`src/common/bio_pkg.sv`:
```
package bio_pkg;
  // ****************************************
  // Geometry
  // ****************************************
  localparam int PORT_W = 8;
  localparam int ADDR_W = 4;
  localparam int LED_N = 4;
  localparam int SEG_N = 8;
  localparam int SW_PIN = 5;
  // ****************************************
  // Register offsets
  // ****************************************
  localparam logic [3:0] OFS_SWITCH_DATA = 4'h0;
  localparam logic [3:0] OFS_SWITCH_DIR = 4'h1;
  localparam logic [3:0] OFS_LED_DATA = 4'h2;
  localparam logic [3:0] OFS_LED_DIR = 4'h3;
  localparam logic [3:0] OFS_SEG_DATA = 4'h4;
  localparam logic [3:0] OFS_SEG_DIR = 4'h5;
  localparam int PORT_CNT = 3;
  // ****************************************
  // Reset values
  // ****************************************
  localparam logic [7:0] DIR_RST = 8'h00;
  localparam logic [7:0] DATA_RST = 8'hFF;
  localparam logic [7:0] UNMAPPED_RD = 8'h00;
endpackage : bio_pkg

```
`src/bio_top.sv`:
```
`timescale 1ns/10ps
// Functional notes
// Direction bit zero: sample pin, no drive
// Direction bit one: drive pin from data
// Input pin reads one high, zero low
// Switch reads high released, low pressed
// Four low LED pins lit on zero
// Each segment bit lit on zero
// Reset clears every direction bit
module bio_top
  import bio_pkg::*;
(
  input wire logic mclk_i,
  input wire logic reset_i,
  input wire logic [bio_pkg::ADDR_W-1:0] addr_i,
  input wire logic [bio_pkg::PORT_W-1:0] wdata_i,
  input wire logic wr_i,
  input wire logic rd_i,
  output logic [bio_pkg::PORT_W-1:0] rdata_o,
  input wire logic [bio_pkg::PORT_W-1:0] switch_pin_i,
  output logic [bio_pkg::PORT_W-1:0] switch_pin_o,
  output logic [bio_pkg::PORT_W-1:0] switch_pin_oe_o,
  input wire logic [bio_pkg::PORT_W-1:0] led_pin_i,
  output logic [bio_pkg::PORT_W-1:0] led_pin_o,
  output logic [bio_pkg::PORT_W-1:0] led_pin_oe_o,
  input wire logic [bio_pkg::PORT_W-1:0] seg_pin_i,
  output logic [bio_pkg::PORT_W-1:0] seg_pin_o,
  output logic [bio_pkg::PORT_W-1:0] seg_pin_oe_o,
  output logic push_switch_a_pressed_o,
  output logic [bio_pkg::LED_N-1:0] led_lit_o,
  output logic [bio_pkg::SEG_N-1:0] seg_lit_o
);
  import bio_pkg::*;
  logic [PORT_CNT-1:0] dir_we;
  logic [PORT_CNT-1:0] data_we;
  logic [PORT_W-1:0] pin_in [PORT_CNT];
  logic [PORT_W-1:0] pin_out [PORT_CNT];
  logic [PORT_W-1:0] pin_oe [PORT_CNT];
  logic [PORT_W-1:0] port_rd [PORT_CNT];
  logic [PORT_W-1:0] rdata_r;
  logic [PORT_W-1:0] rdata_nxt;
  logic pressed_r;
  logic pressed_nxt;
  logic [LED_N-1:0] led_lit_r;
  logic [LED_N-1:0] led_lit_nxt;
  logic [SEG_N-1:0] seg_lit_r;
  logic [SEG_N-1:0] seg_lit_nxt;
  // ****************************************
  // Write decode
  // ****************************************
  always_comb begin
    dir_we = '0;
    data_we = '0;
    if (wr_i) begin
      case (addr_i)
        OFS_SWITCH_DATA: data_we[0] = 1'b1;
        OFS_SWITCH_DIR: dir_we[0] = 1'b1;
        OFS_LED_DATA: data_we[1] = 1'b1;
        OFS_LED_DIR: dir_we[1] = 1'b1;
        OFS_SEG_DATA: data_we[2] = 1'b1;
        OFS_SEG_DIR: dir_we[2] = 1'b1;
        default: data_we = '0;
      endcase
    end
  end
  assign pin_in[0] = switch_pin_i;
  assign pin_in[1] = led_pin_i;
  assign pin_in[2] = seg_pin_i;
  // ****************************************
  // Ports: switch, LED, segment
  // ****************************************
  genvar p;
  generate
    for (p = 0; p < PORT_CNT; p++) begin : g_port
      bio_port #(
        .W(PORT_W)
      ) u_port (
        .mclk_i(mclk_i),
        .reset_i(reset_i),
        .dir_we_i(dir_we[p]),
        .data_we_i(data_we[p]),
        .wdata_i(wdata_i),
        .pin_i(pin_in[p]),
        .pin_o(pin_out[p]),
        .pin_oe_o(pin_oe[p]),
        .rdata_o(port_rd[p])
      );
    end
  endgenerate
  assign switch_pin_o = pin_out[0];
  assign switch_pin_oe_o = pin_oe[0];
  assign led_pin_o = pin_out[1];
  assign led_pin_oe_o = pin_oe[1];
  assign seg_pin_o = pin_out[2];
  assign seg_pin_oe_o = pin_oe[2];
  // ****************************************
  // Board level views
  // ****************************************
  always_comb begin
    pressed_nxt = ~port_rd[0][SW_PIN];
    for (int i = 0; i < LED_N; i++) begin
      led_lit_nxt[i] = led_pin_oe_o[i] & ~led_pin_o[i];
    end
    for (int i = 0; i < SEG_N; i++) begin
      seg_lit_nxt[i] = seg_pin_oe_o[i] & ~seg_pin_o[i];
    end
  end
  // ****************************************
  // Board level view registers
  // ****************************************
  always_ff @(posedge mclk_i) begin
    if (reset_i) begin
      pressed_r <= 1'b0;
      led_lit_r <= '0;
      seg_lit_r <= '0;
    end else begin
      pressed_r <= pressed_nxt;
      led_lit_r <= led_lit_nxt;
      seg_lit_r <= seg_lit_nxt;
    end
  end
  assign push_switch_a_pressed_o = pressed_r;
  assign led_lit_o = led_lit_r;
  assign seg_lit_o = seg_lit_r;
  // ****************************************
  // Read data
  // ****************************************
  always_comb begin
    rdata_nxt = '0;
    if (rd_i) begin
      case (addr_i)
        OFS_SWITCH_DATA: rdata_nxt = port_rd[0];
        OFS_SWITCH_DIR: rdata_nxt = pin_oe[0];
        OFS_LED_DATA: rdata_nxt = port_rd[1];
        OFS_LED_DIR: rdata_nxt = pin_oe[1];
        OFS_SEG_DATA: rdata_nxt = port_rd[2];
        OFS_SEG_DIR: rdata_nxt = pin_oe[2];
        default: rdata_nxt = UNMAPPED_RD;
      endcase
    end
  end
  always_ff @(posedge mclk_i) begin
    if (reset_i) begin
      rdata_r <= '0;
    end else begin
      rdata_r <= rdata_nxt;
    end
  end
  assign rdata_o = rdata_r;
endmodule : bio_top

```
`src/bio_port.sv`:
```
`timescale 1ns/10ps
module bio_port
  import bio_pkg::*;
#(
  parameter int W = PORT_W
) (
  input wire logic mclk_i,
  input wire logic reset_i,
  input wire logic dir_we_i,
  input wire logic data_we_i,
  input wire logic [W-1:0] wdata_i,
  input wire logic [W-1:0] pin_i,
  output logic [W-1:0] pin_o,
  output logic [W-1:0] pin_oe_o,
  output logic [W-1:0] rdata_o
);
  logic [W-1:0] dir_r;
  logic [W-1:0] dir_nxt;
  logic [W-1:0] data_r;
  logic [W-1:0] data_nxt;
  // ****************************************
  // Next values
  // ****************************************
  always_comb begin
    dir_nxt = dir_r;
    data_nxt = data_r;
    if (dir_we_i) begin
      dir_nxt = wdata_i;
    end
    if (data_we_i) begin
      data_nxt = wdata_i;
    end
  end
  always_ff @(posedge mclk_i) begin
    if (reset_i) begin
      dir_r <= W'(DIR_RST);
      data_r <= W'(DATA_RST);
    end else begin
      dir_r <= dir_nxt;
      data_r <= data_nxt;
    end
  end
  // ****************************************
  // Pin drive and readback
  // ****************************************
  genvar g;
  generate
    for (g = 0; g < W; g++) begin : g_bit
      assign pin_oe_o[g] = dir_r[g];
      assign pin_o[g] = data_r[g];
      assign rdata_o[g] = dir_r[g] ? data_r[g] : pin_i[g];
    end
  endgenerate
endmodule : bio_port

```
`config.mk`:
```
export PLATFORM = sky130hd
export DESIGN_NAME = bio_top
export DESIGN_NICKNAME = d
export VERILOG_FILES = /design/src/common/bio_pkg.sv /design/src/bio_top.sv /design/src/bio_port.sv
export SDC_FILE = /design/constraint.sdc
export NUM_CORES = 1
export LEC_CHECK = 0
export ABC_CLOCK_PERIOD_IN_PS = 2250
export BUFFER_PORTS_ARGS = -buffer_cell sky130_fd_sc_hd__buf_2
export CORE_ASPECT_RATIO = 1.2
export CORE_MARGIN = 2
export CORE_UTILIZATION = 40
export CTS_CLUSTER_DIAMETER = 80
export DETAILED_ROUTE_END_ITERATION = 8
export PLACE_DENSITY = 0.7
export SLEW_MARGIN = 0
export SYNTH_ARGS = -nofsm -noshare
export SYNTH_HDL_FRONTEND = slang
export SYNTH_HIERARCHICAL = 1
export SYNTH_SLANG_ARGS = --single-unit
```
`constraint.sdc`:
```
create_clock -name mclk_i -period 2.25 [get_ports mclk_i]
set_clock_uncertainty 0.2 [all_clocks]
set_input_delay 0.3375 -clock mclk_i [delete_from_list [all_inputs] [get_ports mclk_i]]
set_output_delay 0.3375 -clock mclk_i [all_outputs]
set_load 0.01 [all_outputs]
```
==> run_results.csv <==
group,metric,value,unit
run_status,status,"complete, no violations",
critical_path,arrival,1.85,ns
timing,min_period_over_period,0.819,
logic_synthesis,netlist_area,0.00307,mm2
placed_design,place_inst,466,
timing,rsz0062_at_grt,"no",
run,cap_violations,0,
min_path,min_to,"push_switch_a_pressed_o",
global_route,grt_max_degree,28,
cells_and_area,nets,425,
cells_and_area,final_util,0.516,
logic_synthesis,synth_cell_types,26,
logic_synthesis,synth_seq_cells,69,
routing,drtAntennaViolNets,0,
floorplan,die_h,100,um
routing,drc_errors,0,
critical_path,worstPathCellList,"mux2_2 > mux4_1 > a22oi_1 > nor2_1",
critical_path,crit_path_end_kind,"flop",
floorplan,ioPinCount,109,
timing,slew_violations,0,
power,p_per_area,669,mW/mm2
cts,hold_buffers,0,
logic_synthesis,synthCells,273,
timing,setup_viol,0,
logic_synthesis,seq_area_frac_synth,0.450,
placed_design,dpl_cell_area,0.00369,mm2
logic_synthesis,synth_top_area_frac,0.450,
cts,htree_levels,3,
critical_path,critPathLaunchType,"flop",
cts,clock_latency,0.34,ns
timing,tightest_slew,0.538,ns
placed_design,place_congestion,0.788,
cells_and_area,drive_gt1_frac,0.487,
routing,routed_via_density,5.09,
timing,period_minus_slack,1.84,ns
cts,cts_resized,0,
placed_design,dp_hpwl,5.50,mm
global_route,grt_remaining_overflow,0,
critical_path,critPathMaxStageDelay,0.51,ns
timing,hold_viol,0,
cts,cts.reportedPaths.clkPinSlew,0.08,ns
logic_synthesis,ys.warnings.count,6,
timing,worst_slack,0.408,ns
logic_synthesis,synthTopCellsByArea,"dfxtp_1 (45%), mux2_2 (11%), mux2i_1 (9.8%)",
logic_synthesis,async_reset_ff_frac,0,
critical_path,r2r-end,"rdata_o[1]",
cells_and_area,finalInstanceArea,0.00391,mm2
cts,clock-sinks,69,
critical_path,critPathKind,"reg -> reg",
routing,via_count,2453,
cts,cts_max_path_buffers,2,
timing,relSlewSlack,0.641,
critical_path,crit_path_max_fanout,5,
routing,wl_per_cell,15.9,um
cts,cts_tree,"built",
cts,cts-root-buf,"clkbuf_8",
logic_synthesis,synth_top_area_cell,"dfxtp_1",
power,ir_worst_vdd,0.380,mV
cts,cts_setup_buffers,0,
critical_path,regToRegSetupSlack,0.41,ns
global_route,first_global_vias,2409,
floorplan,start_util,0.405,
logic_synthesis,synth_edf_count,0,
logic_synthesis,synth_common_cells,"dfxtp_1 (69), nor2_1 (34), mux2_2 (30), mux2i_1 (30), nor2b_1 (25)",
timing,holdWs,0.100,ns
cts,numCtsBuffers,9,
critical_path,slowest_stage,"mux4_1",
global_route,grt_pass1_wl,11.9,mm
critical_path,r2r_cells,4,
floorplan,num_rows,35,
cells_and_area,instances_no_fill,482,
logic_synthesis,syn_avg_cell_area,11.2,um2
placed_design,portBuffers,108,
global_route,antenna_found_initial,0,
routing,wl,7.65,mm
logic_synthesis,synth_flop_cell,"dfxtp_1",
logic_synthesis,yosysMostFrequentCell,"dfxtp_1",
min_path,hold_class,"in -> reg",
global_route,grtUsageTotal,0.183,
cells_and_area,area_growth,27.4,%
placed_design,dp_slack,0.323,ns
critical_path,timing.rr.start,"g_port[2].u_port/pin_oe_o[1]",
cells_and_area,num_antenna_cells,0,
critical_path,cp_data_required_time,2.26,ns
power,leakagePower,1.61,nW
floorplan,dieArea,0.00839,mm2
min_path,holdPathStages,3,
floorplan,die_x,84.0,um
floorplan,core_area,0.00758,mm2
routing,dr.pass1.iters,6,
routing,drtIter0Drc,67,
min_path,hold_path.startpoint,"switch_pin_i[5]",
logic_synthesis,syn-num-nets,313,
timing,timing.fmax,0.543,GHz
## cell type report
cell class / count / area [um2]
multi-input cells: 185 / 1550
flip-flops and latches: 69 / 1380
clock inverters: 6 / 86.3
well taps: 92 / 115
clock buffers: 10 / 138
repair buffers: 118 / 628
inverters: 2 / 7.51
fillers: 713 / 3670
## through the flow
step / total power, W / setup TNS (ns)
2_1_floorplan: 0.00142 / -0.00868
3_3_place_gp: 0.00152 / 0
3_5_place_dp: 0.00152 / 0
4_1_cts: 0.00264 / 0
5_1_grt: 0.00272 / 0
6_report: 0.00261 / 0
## where the power goes
| group | switching, W | internal (W) |
|---|---|---|
| registers | 0.0000149 | 0.00124 |
| clock network | 0.000468 | 0.000652 |
| logic | 0.000123 | 0.000118 |
| total | 0.000606 | 0.00201 |
## how the worst max path moves through the flow
stage,startpoint,endpoint,slack (ns),cells past startpoint
floorplan,addr_i[2],g_port[0].u_port/pin_o[4],-0.002,7
finish,g_port[2].u_port/pin_oe_o[1],rdata_o[1],0.41,4
CTS,g_port[2].u_port/pin_oe_o[1],rdata_o[1],0.39,4
global route,g_port[0].u_port/pin_oe_o[1],rdata_o[1],0.31,4
global placement,addr_i[3],g_port[0].u_port/pin_o[1],0.36,6
detailed placement,addr_i[3],g_port[1].u_port/pin_o[1],0.32,6
## placed cells by master (no fill, tap or decap), types with 9 or more instances in the layout
| master | synthesis | routed |
|---|---|---|
| mux2i_1 | 30 | 30 |
| nor2_1 | 34 | 34 |
| buf_4 | 1 | 9 |
| nor2b_1 | 25 | 25 |
| buf_2 | 3 | 108 |
| a211o_2 | 18 | 18 |
| mux2_2 | 30 | 30 |
| dfxtp_1 | 69 | 69 |
| nor3b_1 | 12 | 12 |
| clkbuf_8 | 1 | 10 |
## kinds of logic after synthesis
kind of cell / share of synthesized area
AOI/OAI and AO/OA: 0.0946
and+or+nand+nor: 0.154
muxes: 0.253
buffers and inverters: 0.0485
DFF: 0.450
## sequential cells by signal (all words and copies together) (netlist names)
signal / cells
led_lit_o: 4
g_port.u_port/pin_oe_o: 24
g_port.u_port/pin_o: 24
push_switch_a_pressed_o: 1
seg_lit_o: 8
rdata_o: 8
## worst max-delay path: cells and delay by family, from the launching register on
| family | cells | cell delay [ns] |
|---|---|---|
| simple gates | 1 | 0.06 |
| compound gates | 1 | 0.20 |
| flops | 1 | 0.40 |
| mux | 2 | 0.86 |
## layer usage
metal  track usage  vias up  wire length (um)
li1              -     1206                 -
met1         0.225     1167              3470
met2         0.306       68              3700
met3        0.0469       12               364
met4        0.0732        0               114
met5             0        -                 0
Note: power is estimated with default switching activity, not from simulation.
